$ cat config.mk
export PLATFORM = sky130hd
export DESIGN_NAME = cdccf_top
export DESIGN_NICKNAME = d
export VERILOG_FILES = /design/src/cdccf_pkg.sv /design/src/cdccf_top.sv
export SDC_FILE = /design/constraint.sdc
export NUM_CORES = 1
export LEC_CHECK = 0
export BUFFER_PORTS_ARGS = -buffer_cell sky130_fd_sc_hd__buf_4
export CORE_ASPECT_RATIO = 0.8
export CORE_MARGIN = 2
export CORE_UTILIZATION = 52
export DETAILED_ROUTE_END_ITERATION = 12
export GPL_TIMING_DRIVEN = 0
export PLACE_DENSITY_LB_ADDON = 0.05
export SLEW_MARGIN = 25
export SYNTH_ARGS = -nofsm -noshare
export SYNTH_HDL_FRONTEND = slang
export SYNTH_SLANG_ARGS = --single-unit
$ cat constraint.sdc
create_clock -name CLK_SYS -period 2.9 [get_ports CLK_SYS]
set_input_delay 0.725 -clock CLK_SYS [delete_from_list [all_inputs] [get_ports CLK_SYS]]
set_output_delay 0.725 -clock CLK_SYS [all_outputs]
set_load 0.01 [all_outputs]
$ cat src/cdccf_pkg.sv
// constants for the clock front-end configuration bank
// assumes an APB master with 32-bit data; registers sit at index * 4
package cdccf_pkg;
  localparam int CDCCF_AW = 8;
  localparam int CDCCF_DW = 32;
  // register indices and byte addresses
  localparam logic [7:0] CDCCF_IDX_OSC = 8'h04;
  localparam logic [7:0] CDCCF_IDX_MEMDIV = 8'h05;
  localparam logic [7:0] CDCCF_IDX_HFSEL = 8'h06;
  localparam logic [7:0] CDCCF_IDX_TRIG = 8'h07;
  localparam logic [7:0] CDCCF_IDX_DCHG = 8'h08;
  localparam logic [7:0] CDCCF_IDX_CHG = 8'h09;
  localparam logic [7:0] CDCCF_ADDR_OSC = 8'h10;
  localparam logic [7:0] CDCCF_ADDR_MEMDIV = 8'h14;
  localparam logic [7:0] CDCCF_ADDR_HFSEL = 8'h18;
  localparam logic [7:0] CDCCF_ADDR_TRIG = 8'h1C;
  localparam logic [7:0] CDCCF_ADDR_DCHG = 8'h20;
  localparam logic [7:0] CDCCF_ADDR_CHG = 8'h24;
  // reset values
  localparam logic [7:0] CDCCF_RST_OSC = 8'h00;
  localparam logic [7:0] CDCCF_RST_MEMDIV = 8'h00;
  localparam logic [7:0] CDCCF_RST_HFSEL = 8'h00;
  localparam logic [7:0] CDCCF_RST_TRIG = 8'h00;
  localparam logic [7:0] CDCCF_RST_DCHG = 8'h00;
  localparam logic [7:0] CDCCF_RST_CHG = 8'h00;
  // writable bits per register
  localparam logic [7:0] CDCCF_MSK_OSC = 8'hFF;
  localparam logic [7:0] CDCCF_MSK_MEMDIV = 8'h3F;
  localparam logic [7:0] CDCCF_MSK_HFSEL = 8'h07;
  localparam logic [7:0] CDCCF_MSK_TRIG = 8'h1F;
  localparam logic [7:0] CDCCF_MSK_DCHG = 8'hFB;
  localparam logic [7:0] CDCCF_MSK_CHG = 8'h7F;
  // oscillator_control fields
  localparam int CDCCF_B_OSC_DIS = 7;
  localparam int CDCCF_B_OSC_TRIM = 6;
  localparam int CDCCF_B_OSC_DIV4 = 5;
  localparam int CDCCF_B_OSC_AUTOHALT = 4;
  localparam int CDCCF_B_OSC_HALT = 3;
  // trigger_symmetry_config fields
  localparam int CDCCF_B_DUMMY_DIS = 4;
  localparam int CDCCF_B_TRIG_SYM = 3;
  localparam int CDCCF_B_SENSE_INV = 2;
  // discharge_resistor_config fields
  localparam int CDCCF_B_RES_UP = 6;
  localparam int CDCCF_B_RES_LO = 4;
  localparam int CDCCF_B_INT_EN = 3;
  localparam int CDCCF_B_EXT_EN = 1;
  localparam int CDCCF_B_MEG_EN = 0;
  // charge_aux_config fields
  localparam int CDCCF_B_AUX_PD_OFF = 6;
  localparam int CDCCF_B_AUX_CAP = 5;
  localparam int CDCCF_B_EARLY = 4;
  localparam int CDCCF_B_PERM_EN = 3;
  localparam int CDCCF_B_EXT_PERM = 2;
  // run modes and warm-up latencies in low-frequency periods
  localparam logic [2:0] CDCCF_RUN_OFF = 3'h0;
  localparam logic [2:0] CDCCF_RUN_PERM = 3'h1;
  localparam logic [2:0] CDCCF_RUN_LAT1 = 3'h6;
  localparam logic [2:0] CDCCF_RUN_LAT2 = 3'h3;
  localparam logic [2:0] CDCCF_RUN_LAT31 = 3'h2;
  localparam logic [4:0] CDCCF_LAT1 = 5'h01;
  localparam logic [4:0] CDCCF_LAT2 = 5'h02;
  localparam logic [4:0] CDCCF_LAT31 = 5'h1F;
  // high-frequency source codes
  localparam logic [2:0] CDCCF_HF_INT1 = 3'h1;
  localparam logic [2:0] CDCCF_HF_INT2 = 3'h2;
  localparam logic [2:0] CDCCF_HF_EXT = 3'h4;
  typedef enum logic [2:0] {
    CDCCF_S_IDLE = 3'b001,
    CDCCF_S_WARM = 3'b010,
    CDCCF_S_ACTIVE = 3'b100
  } cdccf_state_t;
endpackage

$ cat src/cdccf_top.sv
// clock front-end and analog front-end configuration bank with APB slave
// assumes all inputs synchronous to CLK_SYS and low-frequency and raw
// oscillator levels much slower than CLK_SYS
`timescale 1ns/1ps

// Overview of operation
// (RL1) disable bit stops external oscillator
// (RL2) trim bit picks low or high gain
// (RL3) divide bit quarters oscillator clock
// (RL4) run field: off, permanent, three latencies
// (RL5) pulsed mode warms oscillator before measurement
// (RL6) memory clock divided from low-frequency clock
// (RL7) software picks divider for nominal rate
// (RL8) source field picks internal or external clock
// (RL9) dummy-disable bit omits symmetry cycles
// (RL10) invert bit flips trigger level to converter
// (RL11) software leaves trigger select at zero
// (RL12) upper group discharge resistor select
// (RL13) lower and special group resistor select
// (RL14) megaohm bit replaces lower path resistor
// (RL15) aux bit drops pull-downs, activates port
// (RL16) early-open bit releases internal resistor early
// (RL17) charging resistor select
// (RL18) software keeps internal oscillator bits zero
// (RL19) separate enables for discharge paths
module cdccf_top
  import cdccf_pkg::*;
(
  input wire logic CLK_SYS,
  input wire logic SYS_RST,
  input wire logic PSEL,
  input wire logic PENABLE,
  input wire logic PWRITE,
  input wire logic [CDCCF_AW-1:0] PADDR,
  input wire logic [CDCCF_DW-1:0] PWDATA,
  input wire logic [3:0] PSTRB,
  output logic [CDCCF_DW-1:0] PRDATA,
  output logic PREADY,
  output logic PSLVERR,
  input wire logic LOW_FREQ_CLK,
  input wire logic EXT_OSC_RAW,
  input wire logic MEAS_REQ,
  input wire logic MEAS_DONE,
  input wire logic TRIG_IN,
  output logic EXT_OSC_EN,
  output logic EXT_OSC_GAIN_HIGH,
  output logic EXT_OSC_CLK,
  output logic EXT_OSC_AUTOHALT_OFF,
  output logic EXT_OSC_HALT,
  output logic MEAS_START,
  output logic MEM_CLK,
  output logic [2:0] HF_SOURCE_SEL,
  output logic DUMMY_CYCLE_EN,
  output logic TRIG_DUMMY_SYM_EN,
  output logic SENSE_OUT,
  output logic [1:0] TRIGGER_SELECT,
  output logic [3:0] DISCHARGE_RES_UPPER,
  output logic [3:0] DISCHARGE_RES_LOWER,
  output logic MEGAOHM_DISCHARGE_SEL,
  output logic INTERNAL_DISCHARGE_EN,
  output logic EXTERNAL_DISCHARGE_EN,
  output logic AUX_PORT_PULLDOWN_EN,
  output logic AUX_INTERNAL_CAP,
  output logic DISCHARGE_EARLY_RELEASE,
  output logic DISCHARGE_PERMANENT_EN,
  output logic EXTERNAL_DISCHARGE_PERMANENT,
  output logic [3:0] CHARGE_RES_SEL
);

  // 2-bit resistor code to one-hot leg: 0=180k 1=90k 2=30k 3=10k
  function automatic logic [3:0] res_onehot(input logic [1:0] code);
    logic [3:0] r;
    r = 4'h0;
    r[code] = 1'b1;
    return r;
  endfunction

  // warm-up length for a pulsed run code, zero when not pulsed
  function automatic logic [4:0] run_latency(input logic [2:0] mode);
    logic [4:0] l;
    l = 5'h00;
    case (mode)
      CDCCF_RUN_LAT1: l = CDCCF_LAT1;
      CDCCF_RUN_LAT2: l = CDCCF_LAT2;
      CDCCF_RUN_LAT31: l = CDCCF_LAT31;
      default: l = 5'h00;
    endcase
    return l;
  endfunction

  // address decode, used only for the error response; read mux and write path decode separately
  function automatic logic addr_hit(input logic [7:0] a);
    logic h;
    h = 1'b0;
    case (a)
      CDCCF_ADDR_OSC, CDCCF_ADDR_MEMDIV, CDCCF_ADDR_HFSEL,
      CDCCF_ADDR_TRIG, CDCCF_ADDR_DCHG, CDCCF_ADDR_CHG: h = 1'b1;
      default: h = 1'b0;
    endcase
    return h;
  endfunction

  logic [7:0] osc_q;
  logic [7:0] memdiv_q;
  logic [7:0] hfsel_q;
  logic [7:0] trig_q;
  logic [7:0] dchg_q;
  logic [7:0] chg_q;
  logic pready_q;
  logic pslverr_q;
  logic [CDCCF_DW-1:0] prdata_q;
  logic [7:0] rdata_d;
  logic wr_en;
  logic [7:0] wbyte;

  // ---------------- APB slave ----------------
  // one wait-free access: ready rises in the first access cycle
  always_ff @(posedge CLK_SYS)
  begin
    if (SYS_RST)
    begin
      pready_q <= 1'b0;
      pslverr_q <= 1'b0;
      prdata_q <= 32'h00000000;
    end
    else if (PSEL && !PENABLE && !pready_q)
    begin
      pready_q <= 1'b1;
      pslverr_q <= !addr_hit(PADDR);
      prdata_q <= (PWRITE) ? 32'h00000000 : {24'h000000, rdata_d};
    end
    else
    begin
      pready_q <= 1'b0;
      pslverr_q <= 1'b0;
      prdata_q <= 32'h00000000;
    end
  end

  always_comb
  begin
    case (PADDR)
      CDCCF_ADDR_OSC: rdata_d = osc_q;
      CDCCF_ADDR_MEMDIV: rdata_d = memdiv_q;
      CDCCF_ADDR_HFSEL: rdata_d = hfsel_q;
      CDCCF_ADDR_TRIG: rdata_d = trig_q;
      CDCCF_ADDR_DCHG: rdata_d = dchg_q;
      CDCCF_ADDR_CHG: rdata_d = chg_q;
      default: rdata_d = 8'h00;
    endcase
  end

  // only lane 0 carries data; upper lanes are ignored
  assign wr_en = PSEL && PENABLE && pready_q && PWRITE && PSTRB[0];
  assign wbyte = PWDATA[7:0];

  always_ff @(posedge CLK_SYS)
  begin
    if (SYS_RST)
    begin
      osc_q <= CDCCF_RST_OSC;
      memdiv_q <= CDCCF_RST_MEMDIV;
      hfsel_q <= CDCCF_RST_HFSEL;
      trig_q <= CDCCF_RST_TRIG;
      dchg_q <= CDCCF_RST_DCHG;
      chg_q <= CDCCF_RST_CHG;
    end
    else if (wr_en)
    begin
      case (PADDR)
        CDCCF_ADDR_OSC: osc_q <= wbyte & CDCCF_MSK_OSC;
        CDCCF_ADDR_MEMDIV: memdiv_q <= wbyte & CDCCF_MSK_MEMDIV;
        CDCCF_ADDR_HFSEL: hfsel_q <= wbyte & CDCCF_MSK_HFSEL;
        CDCCF_ADDR_TRIG: trig_q <= wbyte & CDCCF_MSK_TRIG;
        CDCCF_ADDR_DCHG: dchg_q <= wbyte & CDCCF_MSK_DCHG;
        CDCCF_ADDR_CHG: chg_q <= wbyte & CDCCF_MSK_CHG;
        default: ;
      endcase
    end
  end

  assign PREADY = pready_q;
  assign PSLVERR = pslverr_q;
  assign PRDATA = prdata_q;

  // ---------------- edge detection on slow inputs ----------------
  logic lf_prev_q;
  logic raw_prev_q;
  logic lf_rise;
  logic raw_rise;

  always_ff @(posedge CLK_SYS)
  begin
    if (SYS_RST)
    begin
      lf_prev_q <= 1'b0;
      raw_prev_q <= 1'b0;
    end
    else
    begin
      lf_prev_q <= LOW_FREQ_CLK;
      raw_prev_q <= EXT_OSC_RAW;
    end
  end

  assign lf_rise = LOW_FREQ_CLK && !lf_prev_q;
  assign raw_rise = EXT_OSC_RAW && !raw_prev_q;

  // ---------------- oscillator run control ----------------
  logic [2:0] run_mode;
  logic osc_disable;
  logic pulsed;
  cdccf_state_t state_q;
  cdccf_state_t state_d;
  logic [4:0] warm_cnt_q;
  logic [4:0] warm_cnt_d;
  logic start_d;
  logic start_q;

  assign run_mode = osc_q[2:0];
  assign osc_disable = osc_q[CDCCF_B_OSC_DIS];
  // (RL4) pulsed codes
  assign pulsed = (run_latency(run_mode) != 5'h00);

  always_comb
  begin
    state_d = state_q;
    warm_cnt_d = warm_cnt_q;
    start_d = 1'b0;
    case (state_q)
      CDCCF_S_IDLE:
      begin
        if (MEAS_REQ)
        begin
          // (RL5) warm up ahead
          if (pulsed && !osc_disable)
          begin
            state_d = CDCCF_S_WARM;
            warm_cnt_d = 5'h00;
          end
          else
          begin
            state_d = CDCCF_S_ACTIVE;
            start_d = 1'b1;
          end
        end
      end
      CDCCF_S_WARM:
      begin
        // (RL5) count latency periods
        if (lf_rise)
        begin
          warm_cnt_d = warm_cnt_q + 5'h01;
          if (warm_cnt_q + 5'h01 >= run_latency(run_mode))
          begin
            state_d = CDCCF_S_ACTIVE;
            start_d = 1'b1;
          end
        end
      end
      CDCCF_S_ACTIVE:
      begin
        if (MEAS_DONE)
        begin
          state_d = CDCCF_S_IDLE;
        end
      end
      default:
      begin
        state_d = CDCCF_S_IDLE;
      end
    endcase
  end

  always_ff @(posedge CLK_SYS)
  begin
    if (SYS_RST)
    begin
      state_q <= CDCCF_S_IDLE;
      warm_cnt_q <= 5'h00;
      start_q <= 1'b0;
    end
    else
    begin
      state_q <= state_d;
      warm_cnt_q <= warm_cnt_d;
      start_q <= start_d;
    end
  end

  assign MEAS_START = start_q;

  logic osc_en_d;
  logic osc_en_q;
  logic gain_q;
  logic autohalt_q;
  logic halt_q;

  // (RL1) disable bit overrides every run mode
  // (RL4) permanent runs always, pulsed only around a measurement
  assign osc_en_d = !osc_disable &&
                    ((run_mode == CDCCF_RUN_PERM) ||
                     (pulsed && (state_q != CDCCF_S_IDLE)));

  always_ff @(posedge CLK_SYS)
  begin
    if (SYS_RST)
    begin
      osc_en_q <= 1'b0;
      gain_q <= 1'b0;
      autohalt_q <= 1'b0;
      halt_q <= 1'b0;
    end
    else
    begin
      osc_en_q <= osc_en_d;
      // (RL2) gain trim
      gain_q <= osc_q[CDCCF_B_OSC_TRIM];
      autohalt_q <= osc_q[CDCCF_B_OSC_AUTOHALT];
      halt_q <= osc_q[CDCCF_B_OSC_HALT];
    end
  end

  assign EXT_OSC_EN = osc_en_q;
  assign EXT_OSC_GAIN_HIGH = gain_q;
  assign EXT_OSC_AUTOHALT_OFF = autohalt_q;
  assign EXT_OSC_HALT = halt_q;

  // ---------------- oscillator clock output ----------------
  logic div_ph_q;
  logic osc_clk_q;

  always_ff @(posedge CLK_SYS)
  begin
    if (SYS_RST)
    begin
      div_ph_q <= 1'b0;
      osc_clk_q <= 1'b0;
    end
    else if (!osc_en_q)
    begin
      div_ph_q <= 1'b0;
      osc_clk_q <= 1'b0;
    end
    // (RL3) toggle every second raw rising edge
    else if (osc_q[CDCCF_B_OSC_DIV4])
    begin
      if (raw_rise)
      begin
        div_ph_q <= !div_ph_q;
        if (div_ph_q)
        begin
          osc_clk_q <= !osc_clk_q;
        end
      end
    end
    else
    begin
      osc_clk_q <= EXT_OSC_RAW;
    end
  end

  assign EXT_OSC_CLK = osc_clk_q;

  // ---------------- memory clock divider ----------------
  // output period is 2*n low-frequency periods, n=0 passes straight
  logic [5:0] mem_n;
  logic [5:0] mem_cnt_q;
  logic mem_clk_q;

  assign mem_n = memdiv_q[5:0];

  always_ff @(posedge CLK_SYS)
  begin
    if (SYS_RST)
    begin
      mem_cnt_q <= 6'h00;
      mem_clk_q <= 1'b0;
    end
    // (RL6) no division at zero
    else if (mem_n == 6'h00)
    begin
      mem_cnt_q <= 6'h00;
      mem_clk_q <= LOW_FREQ_CLK;
    end
    // (RL6) half period of n ticks
    else if (lf_rise)
    begin
      if (mem_cnt_q >= mem_n - 6'h01)
      begin
        mem_cnt_q <= 6'h00;
        mem_clk_q <= !mem_clk_q;
      end
      else
      begin
        mem_cnt_q <= mem_cnt_q + 6'h01;
      end
    end
  end

  assign MEM_CLK = mem_clk_q;

  // ---------------- clock source and trigger options ----------------
  logic [2:0] hf_sel_q;
  logic dummy_en_q;
  logic trig_sym_q;
  logic sense_q;
  logic [1:0] trig_sel_q;

  always_ff @(posedge CLK_SYS)
  begin
    if (SYS_RST)
    begin
      hf_sel_q <= 3'h0;
      dummy_en_q <= 1'b0;
      trig_sym_q <= 1'b0;
      sense_q <= 1'b0;
      trig_sel_q <= 2'h0;
    end
    else
    begin
      // (RL8) only the three defined codes select a source
      hf_sel_q[0] <= (hfsel_q[2:0] == CDCCF_HF_INT1);
      hf_sel_q[1] <= (hfsel_q[2:0] == CDCCF_HF_INT2);
      hf_sel_q[2] <= (hfsel_q[2:0] == CDCCF_HF_EXT);
      // (RL9) zero enables dummy cycles
      dummy_en_q <= !trig_q[CDCCF_B_DUMMY_DIS];
      trig_sym_q <= trig_q[CDCCF_B_TRIG_SYM];
      // (RL10) invert trigger level
      sense_q <= TRIG_IN ^ trig_q[CDCCF_B_SENSE_INV];
      trig_sel_q <= trig_q[1:0];
    end
  end

  assign HF_SOURCE_SEL = hf_sel_q;
  assign DUMMY_CYCLE_EN = dummy_en_q;
  assign TRIG_DUMMY_SYM_EN = trig_sym_q;
  assign SENSE_OUT = sense_q;
  assign TRIGGER_SELECT = trig_sel_q;

  // ---------------- resistor network ----------------
  logic [3:0] res_up_q;
  logic [3:0] res_lo_q;
  logic meg_q;
  logic [3:0] chg_res_q;
  logic int_en_q;
  logic ext_en_q;
  logic perm_q;
  logic ext_perm_q;
  logic aux_pd_q;
  logic aux_cap_q;
  logic early_q;

  always_ff @(posedge CLK_SYS)
  begin
    if (SYS_RST)
    begin
      res_up_q <= 4'h0;
      res_lo_q <= 4'h0;
      meg_q <= 1'b0;
      chg_res_q <= 4'h0;
    end
    else
    begin
      // (RL12) upper group select
      res_up_q <= res_onehot(dchg_q[CDCCF_B_RES_UP +: 2]);
      // (RL13) (RL14) megaohm replaces lower leg only
      res_lo_q <= dchg_q[CDCCF_B_MEG_EN] ? 4'h0 :
                  res_onehot(dchg_q[CDCCF_B_RES_LO +: 2]);
      meg_q <= dchg_q[CDCCF_B_MEG_EN];
      // (RL17) charging resistor
      chg_res_q <= res_onehot(chg_q[1:0]);
    end
  end

  always_ff @(posedge CLK_SYS)
  begin
    if (SYS_RST)
    begin
      int_en_q <= 1'b0;
      ext_en_q <= 1'b0;
      perm_q <= 1'b0;
      ext_perm_q <= 1'b0;
      aux_pd_q <= 1'b1;
      aux_cap_q <= 1'b0;
      early_q <= 1'b0;
    end
    else
    begin
      // (RL19) discharge path enables
      int_en_q <= dchg_q[CDCCF_B_INT_EN];
      ext_en_q <= dchg_q[CDCCF_B_EXT_EN];
      perm_q <= chg_q[CDCCF_B_PERM_EN];
      ext_perm_q <= chg_q[CDCCF_B_EXT_PERM];
      // (RL15) pull-downs stay on until port activated
      aux_pd_q <= !chg_q[CDCCF_B_AUX_PD_OFF];
      aux_cap_q <= chg_q[CDCCF_B_AUX_CAP];
      // (RL16) early release
      early_q <= chg_q[CDCCF_B_EARLY];
    end
  end

  assign DISCHARGE_RES_UPPER = res_up_q;
  assign DISCHARGE_RES_LOWER = res_lo_q;
  assign MEGAOHM_DISCHARGE_SEL = meg_q;
  assign CHARGE_RES_SEL = chg_res_q;
  assign INTERNAL_DISCHARGE_EN = int_en_q;
  assign EXTERNAL_DISCHARGE_EN = ext_en_q;
  assign DISCHARGE_PERMANENT_EN = perm_q;
  assign EXTERNAL_DISCHARGE_PERMANENT = ext_perm_q;
  assign AUX_PORT_PULLDOWN_EN = aux_pd_q;
  assign AUX_INTERNAL_CAP = aux_cap_q;
  assign DISCHARGE_EARLY_RELEASE = early_q;

endmodule

==> key figures, run 1 <==
Run status
  – Outcome: finished clean

Detailed routing
  – DR pass1 iterations: 5
  – DRT iter0 DRCs: 230
  – Drt drc: 0
  – Vias post-DR: 3707
  – Post-DRT Antenna Nets: 0
  – DR vias/cell: 5.42
  – Avg WL per Cell: 15.5 um
  – WL final: 10600 um

Global route
  – Grt met2 use: 0.382
  – Antenna violations before repair: 0
  – Largest net degree at the start of global routing: 16
  – Grt total ovfl: 0
  – Global-route usage over all layers: 0.241
  – Most used routing layer: met2
  – GRT met1 Usage: 0.329
  – Vias in the first global route: around 3500
  – First-pass GRT wire length: 17400 um
  – Routing usage on met3: 0.0608

Logic synthesis
  – Synth Area in Simple Gates: 0.227
  – Synth Flop Type: dfxtp_1
  – Cell count after synthesis: 470
  – Seq/Total Area, Yosys: 0.449
  – Synth Cell Area: 0.00437 sq mm
  – Largest family of logic cells by synthesized area: simple AND/OR/NAND/NOR gates
  – Avg Synthesized Cell Area: 9.30 sq um
  – Synthesized flop and latch total: 98
  – Ys async rst share: 0
  – Post-synth EDFFs: 0
  – Synth warn: 0
  – Netlist cell types: 60
  – Mux contribution to synthesized area: 0.0833
  – Post-synthesis compound-gate area fraction: 0.124
  – Synth Area in Adders: 0.0343
  – Synth Area in XOR/XNOR: 0.0140

STA
  – Setup Viol. Count Final: 0
  – TNS Setup: 0 ns
  – Period utilization: 0.891
  – Worst slew margin: 0.471
  – Tmin final: 2.58 ns
  – RSZ-0062 raised after global routing: no
  – Fmax: 387 MHz
  – Count of final max-slew check failures: 0
  – Clk_skew: roughly 0.0094 ns
  – PnR worst setup slack: between 0.3 and 0.4 ns
  – Worst Tran Pin Value: between 0.7 and 0.8 ns
  – Fin. Hold Viols: 0

CTS
  – TritonCTS buffer count: 9
  – Maximum buffer depth of the clock tree: 2
  – Hold buffer count at CTS: 0
  – Clock latency on the worst-skew pair: approximately 0.36 ns
  – H-tree Lvls: 3
  – CTS clk-pin slew, worst paths: 0.09 ns
  – Root Driver: clkbuf_8
  – CTS tree: done
  – Postcts setup bufs: 0
  – CTS sink count: 98
  – Post-cts resize count: 0

Placed design
  – DPL Wire Length: 7890 um
  – GP Congestion: just under 0.9
  – IO buf count: 69
  – Setup slack at placement: 0.346 ns

Critical path
  – Slowest-stage cell, CP: or4_1
  – Arr. time, crit path: 2.88 ns
  – Worst EP required: 3.19 ns
  – Worst stage delay on the critical path: between 0.5 and 0.6 ns
  – CP max FO: 4
  – CP Class: reg2reg
  – CP Launch Type: flip-flop
  – Critical-path cell list: inv_1, ha_1, xnor2_1, ha_1, or4_1, a21oi_2, o31ai_1, or4_1, a31oi_1
  – CP endpoint kind: flip-flop

Layout
  – Fin nets: 639
  – Ratio of cells with drive above 1 in the final layout: 0.217
  – Final Util: 0.658
  – Synthesis-to-layout area growth: 21.3%
  – ANT cells: 0

Floorplan
  – Die W: 107 um
  – Number of cell rows: 29
  – Starting Density: 0.543
  – DIE AREA: 0.00916 sq mm
  – Num ports: 123
  – Core area: 0.00806 sq mm
  – Height of the die: 86.0 um

Pwr
  – Maximum vdd drop: 0.295 mV
  – Power density over the cells: 456 mW/mm^2
  – Leakage: 2.26 nW

Hold path
  – Worst hold path type: reg2reg

Run
  – Reported max-cap violation count: 0
-- cells in the final DEF (no fill, tap or decap), types with 3 or more instances in the layout --
| cell | synthesis | final |
|---|---|---|
| a21oi_1 | 30 | 30 |
| a22o_1 | 3 | 3 |
| a22oi_1 | 6 | 6 |
| a31oi_1 | 4 | 4 |
| and3_1 | 8 | 8 |
| buf_2 | 4 | 4 |
| buf_4 | 24 | 93 |
| clkbuf_1 | 15 | 15 |
| clkbuf_8 | 0 | 10 |
| conb_1 | 1 | 24 |
| dfxtp_1 | 98 | 98 |
| ha_1 | 12 | 12 |
| inv_1 | 11 | 11 |
| mux2_2 | 3 | 3 |
| mux2i_1 | 33 | 33 |
| nand2_1 | 30 | 30 |
| nand2b_1 | 8 | 8 |
| nand3_1 | 12 | 12 |
| nor2_1 | 47 | 47 |
| nor2b_1 | 22 | 22 |
| nor3_1 | 9 | 9 |
| nor3b_1 | 8 | 8 |
| nor4_1 | 3 | 3 |
| nor4b_1 | 6 | 6 |
| o21ai_0 | 16 | 16 |
| o22ai_1 | 3 | 3 |
| o31ai_1 | 3 | 3 |
| or3_1 | 3 | 3 |
| or4_1 | 3 | 3 |
| xnor2_1 | 5 | 5 |
-- metal layers --
metal / part of all wire / routed length [um]
met5: 0 / 0
met4: 0.016 / 167
met3: 0.086 / 907
met2: 0.44 / 4660
met1: 0.46 / 4840
-- layout make-up --
type                       count  area (sq um)
clock inverter                 4          53.8
fill                         691          2750
clock buffer                  10           138
sequential                    98          1960
buffer                        43           256
multi-input combinational    341          2200
timing repair buffer          69           518
tap                          108           135
inverter                      11          41.3
-- registers in the layout, indices dropped and copies added (netlist names), 2 cells and up --
register / count
CHARGE_RES_SEL: 4
DISCHARGE_RES_LOWER: 4
DISCHARGE_RES_UPPER: 4
HF_SOURCE_SEL: 3
PRDATA: 8
TRIGGER_SELECT: 2
chg_q: 7
dchg_q: 7
hfsel_q: 3
mem_cnt_q: 6
memdiv_q: 6
osc_q: 8
state_q: 3
trig_q: 5
warm_cnt_q: 5
-- report_power, final --
part | leakage, nW | internal (W) | switching [W]
logic | 1.38 | 0.0000779 | 0.0000996
registers | 0.793 | 0.00136 | 0.00000795
clock network | 0.0904 | 0.000414 | 0.000465
total | 2.26 | 0.00185 | 0.000573
-- through the flow --
step / instances / instance area, sq um / total power [W] / hold slack [ns]
after floorplan: 493 / 4460 / 0.00150 / 0.367
after global placement: 670 / 5110 / 0.00157 / 0.392
after detailed placement: 670 / 5110 / 0.00157 / 0.413
after CTS: 684 / 5300 / 0.00244 / 0.430
after global routing: 684 / 5300 / 0.00251 / 0.435
final: 684 / 5300 / 0.00242 / 0.433
-- Yosys cell counts, types with 4 or more instances --
| cell type | instances | area share |
|---|---|---|
| dfxtp_1 | 98 | 0.45 |
| nor2_1 | 47 | 0.040 |
| buf_4 | 24 | 0.041 |
| and3_1 | 8 | 0.011 |
| mux2i_1 | 33 | 0.076 |
| xnor2_1 | 5 | 0.010 |
| a31oi_1 | 4 | 0.0057 |
| nand2_1 | 30 | 0.026 |
| inv_1 | 11 | 0.0094 |
| nand2b_1 | 8 | 0.011 |
| nor3_1 | 9 | 0.010 |
| buf_2 | 4 | 0.0046 |
| clkbuf_1 | 15 | 0.013 |
| nor2b_1 | 22 | 0.031 |
| nand3_1 | 12 | 0.014 |
| a22oi_1 | 6 | 0.010 |
| nor3b_1 | 8 | 0.014 |
| ha_1 | 12 | 0.034 |
| o21ai_0 | 16 | 0.018 |
| nor4b_1 | 6 | 0.012 |
| a21oi_1 | 30 | 0.034 |
-- worst max-delay path: cells and delay by family (launching register included) --
family          cells  cell delay [ns]
compound gates      3             0.44
buf+inv             1             0.11
flops               1             0.38
xor+xnor            1             0.13
simple gates        2             1.03
fa+ha+maj           2             0.43
-- cells by family after synthesis --
| logic type | Yosys count |
|---|---|
| other | 1 |
| xor gates and xnor gates | 7 |
| DFF | 98 |
| buffers and inverters | 54 |
| adders and majority gates | 12 |
| and+or+nand+nor | 176 |
| AOI/OAI and AO/OA | 86 |
| muxes | 36 |
-- worst paths after layout --
check | startpoint | endpoint | slack (ns) | cells after the start
max | memdiv_q[0]$_SDFFE_PP0P_ | mem_cnt_q[4]$_SDFFE_PP0P_ | 0.32 | 9
min reg2reg | chg_q[6]$_SDFFE_PP0P_ | AUX_PORT_PULLDOWN_EN$_SDFF_PP1_ | 0.43 | 1
min | chg_q[6]$_SDFFE_PP0P_ | AUX_PORT_PULLDOWN_EN$_SDFF_PP1_ | 0.43 | 1
max reg2reg | memdiv_q[0]$_SDFFE_PP0P_ | mem_cnt_q[4]$_SDFFE_PP0P_ | 0.32 | 9
Note: power is estimated with default switching activity, not from simulation.
==> run 2: changes to the inputs <==
--- a/config.mk
+++ b/config.mk
@@ -8,7 +8,8 @@
 export BUFFER_PORTS_ARGS = -buffer_cell sky130_fd_sc_hd__buf_4
 export CORE_ASPECT_RATIO = 0.8
 export CORE_MARGIN = 2
-export CORE_UTILIZATION = 52
+export CORE_UTILIZATION = 54
+export CTS_BUF_LIST = sky130_fd_sc_hd__clkbuf_4 sky130_fd_sc_hd__clkbuf_8
 export DETAILED_ROUTE_END_ITERATION = 12
 export GPL_TIMING_DRIVEN = 0
 export PLACE_DENSITY_LB_ADDON = 0.05
==> key figures, run 2 (synthesis gave the netlist of run 1 again) <==
Critical path
  – CP Launch Point: memdiv_q[0]$_SDFFE_PP0P_
  – Worst r2r path cells: 9 (unchanged)
  – Worst stage delay on the critical path: 0.54 ns (about the same)
  – Critical Path Sink: mem_cnt_q[4]$_SDFFE_PP0P_
  – CP max FO: 4 (unchanged)
  – Reg-to-Reg End: mem_cnt_q[4]$_SDFFE_PP0P_
  – Slowest-stage cell, CP: or4_1
  – Worst EP required: 3.19 ns (about the same)
  – CP Launch Type: flip-flop
  – Arr. time, crit path: 2.84 ns (-0.04 ns)
  – R2R setup slack: 0.35 ns (+0.03 ns)
  – CP endpoint kind: flip-flop
  – Critical-path cell list: inv_1, ha_1, xnor2_1, ha_1, or4_1, a21oi_2, o31ai_1, or4_1, a31oi_1
  – CP Class: reg2reg
  – RR Startpoint: memdiv_q[0]$_SDFFE_PP0P_

Pwr
  – Clk pwr share: 0.366 (+0.003)
  – Int Pwr: 0.00186 W (+0.70%)
  – Seq pwr share: 0.561 (-0.002)
  – Sw Pwr: 0.000568 W (-0.82%)
  – Sw Ratio: 0.234 (-0.00273)
  – Leakage: 2.26 nW (about the same)
  – Maximum vdd drop: 0.293 mV (-0.95%)
  – Power density over the cells: 457 mW/mm^2 (+0.22%)
  – Logic gate share of total power: 0.073 (about the same)

STA
  – Worst Tran Pin Value: 0.864 ns (+0.0712 ns)
  – Period utilization: 0.880 (-0.0105)
  – Count of final max-slew check failures: 0 (unchanged)
  – Fin. Hold Viols: 0 (unchanged)
  – Setup Viol. Count Final: 0 (unchanged)
  – TNS Setup: 0 ns (unchanged)
  – Fmax: 392 MHz (+1.2%)
  – RSZ-0062 raised after global routing: no
  – Worst slew margin: 0.423 (-0.0476)
  – Tmin final: 2.55 ns (-0.0305 ns)
  – PnR worst setup slack: 0.347 ns (+0.0305 ns)
  – Clk_skew: 0.00949 ns (+0.0000419 ns)

CTS
  – TritonCTS buffer count: 9 (unchanged)
  – CTS tree: done
  – Hold buffer count at CTS: 0 (unchanged)
  – Clock latency on the worst-skew pair: 0.36 ns (about the same)
  – H-tree Lvls: 3 (unchanged)
  – CTS clk-pin slew, worst paths: 0.09 ns (about the same)
  – Root Driver: clkbuf_8
  – Maximum buffer depth of the clock tree: 2 (unchanged)
  – CTS sink count: 98 (unchanged)
  – Post-cts resize count: 0 (unchanged)
  – Postcts setup bufs: 0 (unchanged)

Run
  – Reported max-cap violation count: 0 (unchanged)

Detailed routing
  – DRT iter0 DRCs: 197 (-14%)
  – Post-DRT Antenna Nets: 0 (unchanged)
  – Drt drc: 0 (unchanged)
  – Vias post-DR: 3653 (-1.5%)
  – Avg WL per Cell: 15.4 um (-0.16%)
  – WL final: 10600 um (about the same)
  – DR pass1 iterations: 5 (unchanged)
  – DR vias/cell: 5.33 (-1.6%)

Layout
  – Fin nets: 639 (unchanged)
  – Commonest non-fill, non-tap cell in the layout: dfxtp_1
  – Synthesis-to-layout area growth: 21.4%
  – Ratio of cells with drive above 1 in the final layout: 0.218 (+0.00136)
  – ANT cells: 0 (unchanged)
  – Most frequent cells in the layout: 98 x dfxtp_1, 93 x buf_4, 47 x nor2_1, 33 x mux2i_1
  – Final Util: 0.671 (+0.0129)

Global route
  – Antenna violations before repair: 0 (unchanged)
  – Largest net degree at the start of global routing: 16 (unchanged)
  – Grt total ovfl: 0 (unchanged)
  – Vias in the first global route: 3458 (-1.3%)
  – Global-route usage over all layers: 0.247 (+0.00601)
  – First-pass GRT wire length: 17300 um (-0.32%)

Floorplan
  – Starting Density: 0.553 (+0.00996)
  – Core area: 0.00791 sq mm (-1.8%)
  – DIE AREA: 0.00884 sq mm (-3.5%)
  – Height of the die: 84.5 um (-1.8%)
  – Num ports: 123 (unchanged)
  – Die W: 105 um (-1.8%)
  – Number of cell rows: 29 (unchanged)

Hold path
  – Worst hold path type: reg2reg

Placed design
  – IO buf count: 69 (unchanged)
  – Setup slack at placement: 0.336 ns (-0.0102 ns)
  – DPL Wire Length: 7780 um (-1.3%)
  – GP Congestion: 0.898 (+0.98%)

Run status
  – Outcome: finished clean
-- run 2: cell types whose count changed in the layout (fill, tap and decap cells not counted), sizes merged --
cell / delta
clkinv: -1
clkbuf: +1
clkinvlp: +1
-- run 2: worst max-delay path, delay by kind of cell (launching register included) --
family	cells	cell delay, ns
XOR/XNOR	1	0.13
adder cells (fa/ha/maj)	2	0.43
buffers and inverters	1	0.10
AO/OA/AOI/OAI	3	0.43
AND/OR/NAND/NOR	2	1.03
flip-flops	1	0.37
-- run 2: how the worst min path moves through the flow --
stage / from / end / slack [ns] / cells past startpoint
floorplan: chg_q[6]$_SDFFE_PP0P_ / AUX_PORT_PULLDOWN_EN$_SDFF_PP1_ / 0.37 / 1
global placement: chg_q[6]$_SDFFE_PP0P_ / AUX_PORT_PULLDOWN_EN$_SDFF_PP1_ / 0.39 / 1
detailed placement: chg_q[6]$_SDFFE_PP0P_ / AUX_PORT_PULLDOWN_EN$_SDFF_PP1_ / 0.41 / 1
CTS: chg_q[6]$_SDFFE_PP0P_ / AUX_PORT_PULLDOWN_EN$_SDFF_PP1_ / 0.43 / 1
global route: chg_q[6]$_SDFFE_PP0P_ / AUX_PORT_PULLDOWN_EN$_SDFF_PP1_ / 0.47 / 1
finish: chg_q[6]$_SDFFE_PP0P_ / AUX_PORT_PULLDOWN_EN$_SDFF_PP1_ / 0.43 / 1
-- run 2: layout make-up --
| class | count | area, sq um |
|---|---|---|
| Buffer | 43 | 256 |
| Inverter | 11 | 41.3 |
| Fill cell | 694 | 2600 |
| Clock inverter | 4 | 52.6 |
| Sequential cell | 98 | 1960 |
| Multi-Input combinational cell | 341 | 2200 |
| Timing Repair Buffer | 69 | 518 |
| Clock buffer | 11 | 145 |
| Tap cell | 108 | 135 |
-- run 2: power by group through the flow --
stage	clock network, W	logic [W]	registers, W
3_5_place_dp	0	0.000175	0.00139
5_1_grt	0.000955	0.000192	0.00137
6_report	0.000888	0.000178	0.00136
2_1_floorplan	0	0.000101	0.00140
3_3_place_gp	0	0.000173	0.00139
4_1_cts	0.000908	0.000176	0.00136
-- run 2: stage by stage --
step / hold slack (ns) / cell area (sq um) / instances / power (W)
after floorplan: 0.367 / 4460 / 493 / 0.00150
after detailed placement: 0.409 / 5110 / 670 / 0.00157
final: 0.431 / 5310 / 685 / 0.00243
after global placement: 0.392 / 5110 / 670 / 0.00157
after CTS: 0.430 / 5310 / 685 / 0.00245
after global routing: 0.466 / 5310 / 685 / 0.00251
-- run 2: layer usage --
layer / track usage / part of all wire
met5: 0 / 0
met4: 0.0715 / 0.011
met3: 0.0660 / 0.079
met2: 0.383 / 0.44
met1: 0.343 / 0.47
